**config.mk**
```make
export PLATFORM = sky130hd
export DESIGN_NAME = etsr_readout
export DESIGN_NICKNAME = d
export VERILOG_FILES = /design/src/hdl/etsr_pkg.sv /design/src/hdl/etsr_cap_if.sv /design/src/hdl/etsr_sample_slot.sv /design/src/hdl/etsr_readout.sv
export SDC_FILE = /design/constraint.sdc
export NUM_CORES = 1
export LEC_CHECK = 0
export BUFFER_PORTS_ARGS = -buffer_cell sky130_fd_sc_hd__clkbuf_2
export CORE_MARGIN = 10
export CORE_UTILIZATION = 54
export DETAILED_ROUTE_END_ITERATION = 12
export MAX_ROUTING_LAYER = met4
export PLACE_DENSITY_LB_ADDON = 0.25
export REMOVE_ABC_BUFFERS = 1
export SYNTH_ARGS = -nofsm -noshare
export SYNTH_HDL_FRONTEND = slang
export SYNTH_SLANG_ARGS = --single-unit
export TNS_END_PERCENT = 1
```
**constraint.sdc**
```tcl
create_clock -name mclk -period 2.85 [get_ports mclk]
set_clock_uncertainty 0.15 [all_clocks]
set_input_delay 0.1425 -clock mclk [delete_from_list [all_inputs] [get_ports mclk]]
set_output_delay 0.1425 -clock mclk [all_outputs]
set_load 0.03 [all_outputs]
```
**src/hdl/etsr_pkg.sv**
```systemverilog
// etsr_pkg: offsets, field positions, reset values and codes for the
// event timestamp sample readout block.
// assumes: 32-bit register words addressed by byte offset.
package etsr_pkg;
  localparam logic [15:0] OFF_S7_PHASE   = 16'h05a4;
  localparam logic [15:0] OFF_S8_NSEDGE  = 16'h05a8;
  localparam logic [15:0] OFF_S8_SECONDS = 16'h05ac;
  localparam logic [15:0] OFF_S8_PHASE   = 16'h05b0;
  localparam logic [15:0] OFF_UNIT_INDEX = 16'h0000;

  localparam int EDGE_BIT      = 30;
  localparam int NS_MSB        = 29;
  localparam int UNIT_PTR_BIT  = 8;
  localparam int NUM_UNITS     = 2;
  localparam int SLOT_NS       = 8;
  localparam int SLOTS_PER_REF = 5;

  localparam logic [31:0] RESET_WORD = 32'h0000_0000;

  typedef enum logic [2:0] {
    ETSR_SLOT_0NS  = 3'h0,
    ETSR_SLOT_8NS  = 3'h1,
    ETSR_SLOT_16NS = 3'h2,
    ETSR_SLOT_24NS = 3'h3,
    ETSR_SLOT_32NS = 3'h4
  } etsr_slot_e;
endpackage : etsr_pkg

```
**src/hdl/etsr_cap_if.sv**
```systemverilog
// etsr_cap_if: one captured sample travelling to a sample slot.
// assumes: single clock domain, capture strobe one cycle wide.
`timescale 1ns/1ps
`default_nettype none
interface etsr_cap_if;
  logic        load;
  logic [31:0] seconds;
  logic [29:0] nanoseconds;
  logic        rising;
  logic [2:0]  slot;
  modport src (output load, seconds, nanoseconds, rising, slot);
  modport dst (input load, seconds, nanoseconds, rising, slot);
endinterface : etsr_cap_if
`default_nettype wire

```
**src/hdl/etsr_sample_slot.sv**
```systemverilog
// etsr_sample_slot: holds one captured sample, loaded as a whole.
// assumes: load from etsr_cap_if on mclk, synchronous reset.
`timescale 1ns/1ps
`default_nettype none
module etsr_sample_slot (
  input  wire logic        mclk,
  input  wire logic        srst,
  etsr_cap_if.dst          cap,
  output logic [31:0]      nsWord,
  output logic [31:0]      secWord,
  output logic [31:0]      phaseWord
);
  logic [31:0] sec_r;
  logic [29:0] ns_r;
  logic        edge_r;
  logic [2:0]  slot_r;

  // all fields change on the same edge
  always_ff @(posedge mclk) begin
    if (srst) begin
      sec_r  <= etsr_pkg::RESET_WORD;
      ns_r   <= '0;
      edge_r <= 1'b0;
      slot_r <= etsr_pkg::ETSR_SLOT_0NS;
    end else if (cap.load) begin
      sec_r  <= cap.seconds;
      ns_r   <= cap.nanoseconds;
      edge_r <= cap.rising;
      slot_r <= cap.slot;
    end
  end

  assign nsWord    = {1'b0, edge_r, ns_r};
  assign secWord   = sec_r;
  assign phaseWord = {29'h0000_0000, slot_r};

  slot_legal_a: assert property (@(posedge mclk) disable iff (srst)
    slot_r <= 3'h4) else $error("phase slot code reserved");
  load_whole_a: assert property (@(posedge mclk) disable iff (srst)
    cap.load |=> (sec_r == $past(cap.seconds)) &&
                 (ns_r == $past(cap.nanoseconds)) &&
                 (edge_r == $past(cap.rising)) &&
                 (slot_r == $past(cap.slot)))
    else $error("sample fields not loaded together");
endmodule : etsr_sample_slot
`default_nettype wire

```
**src/hdl/etsr_readout.sv**
```systemverilog
// etsr_readout: seventh and eighth event timestamp sample registers,
// two timestamp units selected by the unit index pointer.
// assumes: capture logic supplies time and 250 MHz cycle phase; the edge
// is taken from the event pin, synchronised here with three flops.
`timescale 1ns/1ps
`default_nettype none
module etsr_readout (
  input  wire logic        mclk,
  input  wire logic        srst,
  input  wire logic [1:0]  eventPin,
  input  wire logic [1:0]  eventEnable,
  input  wire logic [1:0]  captureToSeventh,
  input  wire logic [31:0] timeSeconds,
  input  wire logic [29:0] timeNanoseconds,
  input  wire logic [3:0]  refPhase,
  input  wire logic        regRead,
  input  wire logic        regWrite,
  input  wire logic [15:0] regAddr,
  input  wire logic [31:0] regWdata,
  output logic [31:0]      regRdata
);
  // ******************************
  // unit index pointer
  // ******************************
  logic        unitSel_r;
  logic        unitSel_nxt;
  logic        idxHit;
  logic [31:0] idxWord;

  assign idxHit      = regWrite && (regAddr == etsr_pkg::OFF_UNIT_INDEX);
  assign unitSel_nxt = idxHit ? regWdata[etsr_pkg::UNIT_PTR_BIT]
                              : unitSel_r;
  // only the pointer bit reads back; the rest of the word is zero
  assign idxWord     = 32'(unitSel_r) << etsr_pkg::UNIT_PTR_BIT;

  always_ff @(posedge mclk) begin
    if (srst) begin
      unitSel_r <= 1'b0;
    end else begin
      unitSel_r <= unitSel_nxt;
    end
  end

  index_ptr_a: assert property (@(posedge mclk) disable iff (srst)
    idxHit |=> unitSel_r == $past(regWdata[etsr_pkg::UNIT_PTR_BIT]))
    else $error("unit pointer not taken from index write");
  index_hold_a: assert property (@(posedge mclk) disable iff (srst)
    !idxHit |=> $stable(unitSel_r))
    else $error("unit pointer moved without index write");

  // ******************************
  // reference phase slot
  // ******************************
  // refPhase counts 4 ns ticks 0..9 within 40 ns; two ticks per slot
  logic [3:0] tickPair;
  logic [2:0] slotCode;

  assign tickPair = refPhase >> 1;
  // ticks 8 and 9, and any count past them, fall in the last slot
  assign slotCode = (tickPair == 4'h0) ? etsr_pkg::ETSR_SLOT_0NS  :
                    (tickPair == 4'h1) ? etsr_pkg::ETSR_SLOT_8NS  :
                    (tickPair == 4'h2) ? etsr_pkg::ETSR_SLOT_16NS :
                    (tickPair == 4'h3) ? etsr_pkg::ETSR_SLOT_24NS :
                                         etsr_pkg::ETSR_SLOT_32NS;

  slot_16ns_a: assert property (@(posedge mclk) disable iff (srst)
    (refPhase[3:1] == 3'h2) |-> (slotCode == etsr_pkg::ETSR_SLOT_16NS))
    else $error("16 ns slot code wrong");
  slot_32ns_a: assert property (@(posedge mclk) disable iff (srst)
    (refPhase >= 4'h8) |-> (slotCode == etsr_pkg::ETSR_SLOT_32NS))
    else $error("32 ns slot code wrong");
  slot_range_a: assert property (@(posedge mclk) disable iff (srst)
    slotCode <= 3'h4)
    else $error("reserved phase code decoded");

  // ******************************
  // per-unit capture and slots
  // ******************************
  logic [31:0] nsW  [etsr_pkg::NUM_UNITS][2];
  logic [31:0] secW [etsr_pkg::NUM_UNITS][2];
  logic [31:0] phW  [etsr_pkg::NUM_UNITS][2];

  genvar u;
  genvar k;
  generate
    for (u = 0; u < etsr_pkg::NUM_UNITS; u++) begin : g_unit
      logic [2:0] sync_r;
      logic       last_r;
      logic       settled;
      logic       changed;
      logic       take;
      logic       loadSeventh;
      logic       loadEighth;

      // three flops; a level counts once the second and third agree
      always_ff @(posedge mclk) begin
        if (srst) begin
          sync_r <= 3'h0;
          last_r <= 1'b0;
        end else begin
          sync_r <= {sync_r[1:0], eventPin[u]};
          if (settled) begin
            last_r <= sync_r[2];
          end
        end
      end

      assign settled     = sync_r[1] == sync_r[2];
      assign changed     = settled && (sync_r[2] != last_r);
      assign take        = changed && eventEnable[u];
      assign loadSeventh = take && captureToSeventh[u];
      assign loadEighth  = take && !captureToSeventh[u];

      // polarity is the settled level, three edges after the pin moved
      take_polar_a: assert property (@(posedge mclk) disable iff (srst)
        take |-> (sync_r[2] == $past(eventPin[u], 3)))
        else $error("edge polarity does not follow the pin");
      take_once_a: assert property (@(posedge mclk) disable iff (srst)
        take |=> !take)
        else $error("one pin transition captured twice");

      for (k = 0; k < 2; k++) begin : g_slot
        etsr_cap_if capIf ();
        assign capIf.load        = (k == 0) ? loadSeventh : loadEighth;
        assign capIf.seconds     = timeSeconds;
        assign capIf.nanoseconds = timeNanoseconds;
        assign capIf.rising      = sync_r[2];
        assign capIf.slot        = slotCode;
        etsr_sample_slot u_slot (
          .mclk      (mclk),
          .srst      (srst),
          .cap       (capIf.dst),
          .nsWord    (nsW[u][k]),
          .secWord   (secW[u][k]),
          .phaseWord (phW[u][k])
        );
      end
    end
  endgenerate

  // ******************************
  // read decode
  // ******************************
  logic        hitIndex;
  logic        hitS7Phase;
  logic        hitS8Ns;
  logic        hitS8Sec;
  logic        hitS8Phase;
  logic        anyHit;
  logic [31:0] selNs;
  logic [31:0] selSec;
  logic [31:0] selS7Phase;
  logic [31:0] selS8Phase;
  logic [31:0] rdSel;
  logic [31:0] rdata_r;
  logic [31:0] rdata_nxt;

  assign hitIndex   = regAddr == etsr_pkg::OFF_UNIT_INDEX;
  assign hitS7Phase = regAddr == etsr_pkg::OFF_S7_PHASE;
  assign hitS8Ns    = regAddr == etsr_pkg::OFF_S8_NSEDGE;
  assign hitS8Sec   = regAddr == etsr_pkg::OFF_S8_SECONDS;
  assign hitS8Phase = regAddr == etsr_pkg::OFF_S8_PHASE;
  assign anyHit     = hitIndex || hitS7Phase || hitS8Ns || hitS8Sec ||
                      hitS8Phase;

  // sample words of the unit that the pointer names
  assign selNs      = nsW[unitSel_r][1];
  assign selSec     = secW[unitSel_r][1];
  assign selS7Phase = phW[unitSel_r][0];
  assign selS8Phase = phW[unitSel_r][1];

  // unmapped offsets read as zero
  assign rdSel = hitIndex   ? idxWord    :
                 hitS7Phase ? selS7Phase :
                 hitS8Ns    ? selNs      :
                 hitS8Sec   ? selSec     :
                 hitS8Phase ? selS8Phase :
                              etsr_pkg::RESET_WORD;
  // read data stands until the next read strobe
  assign rdata_nxt = regRead ? rdSel : rdata_r;

  always_ff @(posedge mclk) begin
    if (srst) begin
      rdata_r <= etsr_pkg::RESET_WORD;
    end else begin
      rdata_r <= rdata_nxt;
    end
  end
  assign regRdata = rdata_r;

  // ******************************
  // readout checks
  // ******************************
  rsvd_zero_a: assert property (@(posedge mclk) disable iff (srst)
    (regRead && hitS8Ns) |=> !regRdata[31])
    else $error("reserved ns bit 31 set");
  unit_select_a: assert property (@(posedge mclk) disable iff (srst)
    (regRead && hitS8Sec) |=> (regRdata == $past(secW[unitSel_r][1])))
    else $error("seconds read from wrong unit");
  phase_read_a: assert property (@(posedge mclk) disable iff (srst)
    (regRead && hitS8Phase)
      |=> (regRdata[31:3] == 29'h0) && (regRdata[2:0] <= 3'h4))
    else $error("phase word reserved value");
  rd_hold_a: assert property (@(posedge mclk) disable iff (srst)
    !regRead |=> $stable(regRdata))
    else $error("read data moved without a read");
  unmapped_zero_a: assert property (@(posedge mclk) disable iff (srst)
    (regRead && !anyHit) |=> (regRdata == etsr_pkg::RESET_WORD))
    else $error("unmapped offset read not zero");
  reset_zero_a: assert property (@(posedge mclk) srst |=>
    (secW[0][1] == etsr_pkg::RESET_WORD) &&
    (secW[1][1] == etsr_pkg::RESET_WORD) &&
    (regRdata == etsr_pkg::RESET_WORD))
    else $error("seconds or read data not zero after reset");
endmodule : etsr_readout
`default_nettype wire

```
==> metrics.log <==
INFO  metric synth.yosys.seq_area_share = approximately 49%
INFO  metric post-route-min-period = 2.26 ns
INFO  metric critical_path.startpoint_type = register
INFO  metric place.detailed.instances = 1097
INFO  metric die_h = 136 µm
INFO  metric timing.final.setup_violations = 0
INFO  metric number_of_enable_flip_flop_cells_after_synthesis = 0
INFO  metric max_clock_freq = 442 MHz
INFO  metric synthCells = 849
INFO  metric ratio_of_routed_vias_to_standard_cells = 5.35
INFO  metric fin_setup_tns = 0 ns
INFO  metric grt_first_pass_wirelength = 30200 µm
INFO  metric root_buffer = clkbuf_16
INFO  metric ys_warn_count = 0
INFO  metric power.static_leakage = between 3 and 4 nW
INFO  metric remaining_drc_errors = 0
INFO  metric place_hpwl = ~11000 µm
INFO  metric final_core_utilization = between 70% and 80%
INFO  metric top_level_ports = 156
INFO  metric endpoint_class_of_the_critical_path = register
INFO  metric layout.cells.most_common_list = nand2_1, dfxtp_1, a21oi_1
INFO  metric route.final.wire_length = approximately 19000 µm
INFO  metric floorplan.core_area = 13200 µm²
INFO  metric fin_cells = 1197
INFO  metric core.rowCount = 42
INFO  metric power.internal = ~4 mW
INFO  metric cts_num_sinks = about 180
INFO  metric drt-wirelength-per-cell = around 16 µm
INFO  metric req_time_crit_path = 3.01 ns
INFO  metric area_of_combinational_cells_with_multiple_inputs = between 3000 and 4000 µm²
INFO  metric grt_remaining_overflow = 0
INFO  metric clockBufferDepth = 2
INFO  metric crit_buf_inv = 1
INFO  metric fin_total_pwr = roughly 5.0 mW
INFO  metric p_clk_share = 44.7%
INFO  metric ys_ff_latch = between 150 and 200
INFO  metric comb_pwr_share = roughly 5.3%
INFO  metric floorplan.initialDensity = 54.9%
INFO  metric mostFrequentLayoutCell = nand2_1
INFO  metric critPathMaxFanout = 24
INFO  metric num_antenna_cells = 0
INFO  metric yosysUniqueCellTypes = 37
INFO  metric max_slew_margin = 43.2%
INFO  metric die_width = between 100 and 150 µm
INFO  metric port-buffer-count = around 120
INFO  metric path_delay_family = flip-flops
INFO  metric timing.critical_path.slowest_cell_delay = between 0.6 and 0.7 ns
INFO  metric worstSetupPathType = register to register
INFO  metric drt_pass1_iterations = 5
INFO  metric gp_routability_congestion = around 0.85
INFO  metric rsz_0062_raised_after_global_routing = no
INFO  metric cts_tree = built
INFO  metric worst_hold_path_type = primary input to register
INFO  metric postCtsSetupRepairBufs = 0
INFO  metric clk_pin_slew_worst_paths = around 0.06 ns
INFO  metric syn_to_final_growth = 27.5%
INFO  metric routed-via-count = approximately 6.4k
INFO  metric drtAntennaViolNets = 0
INFO  metric timing_hold_violations_final = 0
INFO  metric die_area = roughly 19000 µm²
INFO  metric h_tree_levels = 4
INFO  metric fillers = roughly 1.1k
INFO  metric cp_cell_sequence = mux4_2, nand3_1, a31oi_1, dlygate4sd3_1
INFO  metric switching_part_of_the_total = between 20 and 25%
INFO  metric synth-async-reset-ratio = 0%
INFO  metric syn-cell-area = between 7000 and 8000 µm²
INFO  metric switching_power = about 1.0 mW
INFO  metric crit_path_top_delay_cell = dfxtp_4
INFO  metric clock_insertion_delay_worst_skew = approximately 0.42 ns
INFO  metric antenna_found_initial = 0
INFO  metric syn_area_per_cell = roughly 8.6 µm²
INFO  metric vdd.ir_drop.worst = 407 µV
INFO  metric final_layout_size_suffix_gt1_share = about a fifth
INFO  metric share_seq_of_total_power = 50.0%
INFO  metric slew_worst_pin = approximately 0.85 ns
INFO  metric drt-initial-drc-count = ~530
INFO  metric final_nets = 1135
INFO  metric synthFlopType = dfxtp_1
INFO  metric grt_usage = 20.8%
INFO  metric fin_max_slew_vios = 0
INFO  metric vias_in_the_first_global_route = between 6k and 7k
INFO  metric status = complete, no violations
INFO  metric post_route_fraction_of_the_period_consumed_by_the_critical_path = between 70% and 80%
INFO  metric power-per-cell-area = roughly 540 nW/µm²
INFO  metric maxCapViolations = 0
INFO  metric arrival = about 2.4 ns
INFO  metric grt_max_degree = between 150 and 200
INFO  metric numCtsBuffers = 17
INFO  metric register_area = between 3000 and 4000 µm²
cell families (layout without fill, tap and decap cells):
logic type,count (synthesis),in the layout,synth area share (%)
AND/OR/NAND/NOR,346,346,19.6
AO/OA/AOI/OAI,186,186,14.6
flip-flops,179,179,49.3
buffers and inverters,92,264,5.31
multiplexers,46,46,11.2
worst reg2reg max path, stage by stage, from the launching register on:
cell and delay (ns):
dfxtp_4 0.67, mux4_2 0.59, nand3_1 0.11, a31oi_1 0.08, dlygate4sd3_1 0.55
power groups by stage:
| stage | clock [mW] | sequential, mW | combinational [mW] |
|---|---|---|---|
| after floorplan | 0 | 2.57 | 0.0363 |
| after global placement | 0 | 2.57 | 0.185 |
| final | 2.25 | 2.51 | 0.264 |
| after CTS | 2.28 | 2.51 | 0.261 |
| after detailed placement | 0 | 2.57 | 0.186 |
| after global routing | 2.39 | 2.51 | 0.287 |
cell usage after synthesis, types with 6 or more instances:
cell	count	area share [%]
nand2_1	296	15
dfxtp_1	179	49
a21oi_1	135	9.3
clkbuf_1	53	2.7
inv_1	31	1.6
mux4_2	28	8.7
o21ai_2	20	2.4
mux2i_1	14	1.9
o21ai_0	14	0.96
nor2_1	10	0.52
nor2b_1	8	0.69
nor4_1	6	0.52
o211ai_1	6	0.62
cell type report:
class                   count  share of cell area [%]
flip-flops and latches    179                    38.7
well taps                 176                    2.37
repair buffers            204                    15.9
clock buffers              24                    5.19
inverters                  31                    1.25
multi-input cells         578                    35.7
clock inverters             5                   0.836
per-layer routing:
metal,wire [µm],part of all wire (%),up-vias,GRT usage (%)
li1,-,-,3170,-
met1,7820,42,3015,24.4
met2,9530,51,195,34.9
met3,1140,6.1,21,5.06
met4,265,1.4,0,6.09
met5,0,0,-,-
final timing paths:
check	cells past startpoint	slack, ns	end	from
worst max-delay path	4	0.59	regRdata[8]$_SDFFE_PP0P_	unitSel_r$_SDFFE_PP0P_
worst min-delay path	4	0.03	regRdata[31]$_SDFFE_PP0P_	regAddr[15]
worst max register to register	4	0.59	regRdata[8]$_SDFFE_PP0P_	unitSel_r$_SDFFE_PP0P_
worst min register to register	1	0.29	g_unit[0].sync_r[1]$_SDFF_PP0_	g_unit[0].sync_r[0]$_SDFF_PP0_
state kept, by name, indices dropped and copies added, names as in the netlist:
| register | flops |
|---|---|
| g_unit.g_slot.u_slot.edge_r | 2 |
| g_unit.g_slot.u_slot.ns_r | 60 |
| g_unit.g_slot.u_slot.secWord | 64 |
| g_unit.g_slot.u_slot.slot_r | 12 |
| g_unit.last_r | 2 |
| g_unit.sync_r | 6 |
| regRdata | 32 |
| unitSel_r | 1 |
stage by stage:
stage                     hold WS (ns)  setup slack [ns]  instance area (µm²)
after floorplan                 0.0616            -0.514                 7000
after global placement           0.200             0.459                 8010
after detailed placement         0.214             0.442                 8010
after CTS                       0.0128             0.605                 9280
after global routing            0.0331             0.538                 9280
final                           0.0267             0.588                 9280
repair_timing:
item	CTS	global route
hold buffers	71	0
resized for setup	0	0
hold endpoints to repair	137	0
Note: power is estimated with default switching activity, not from simulation.
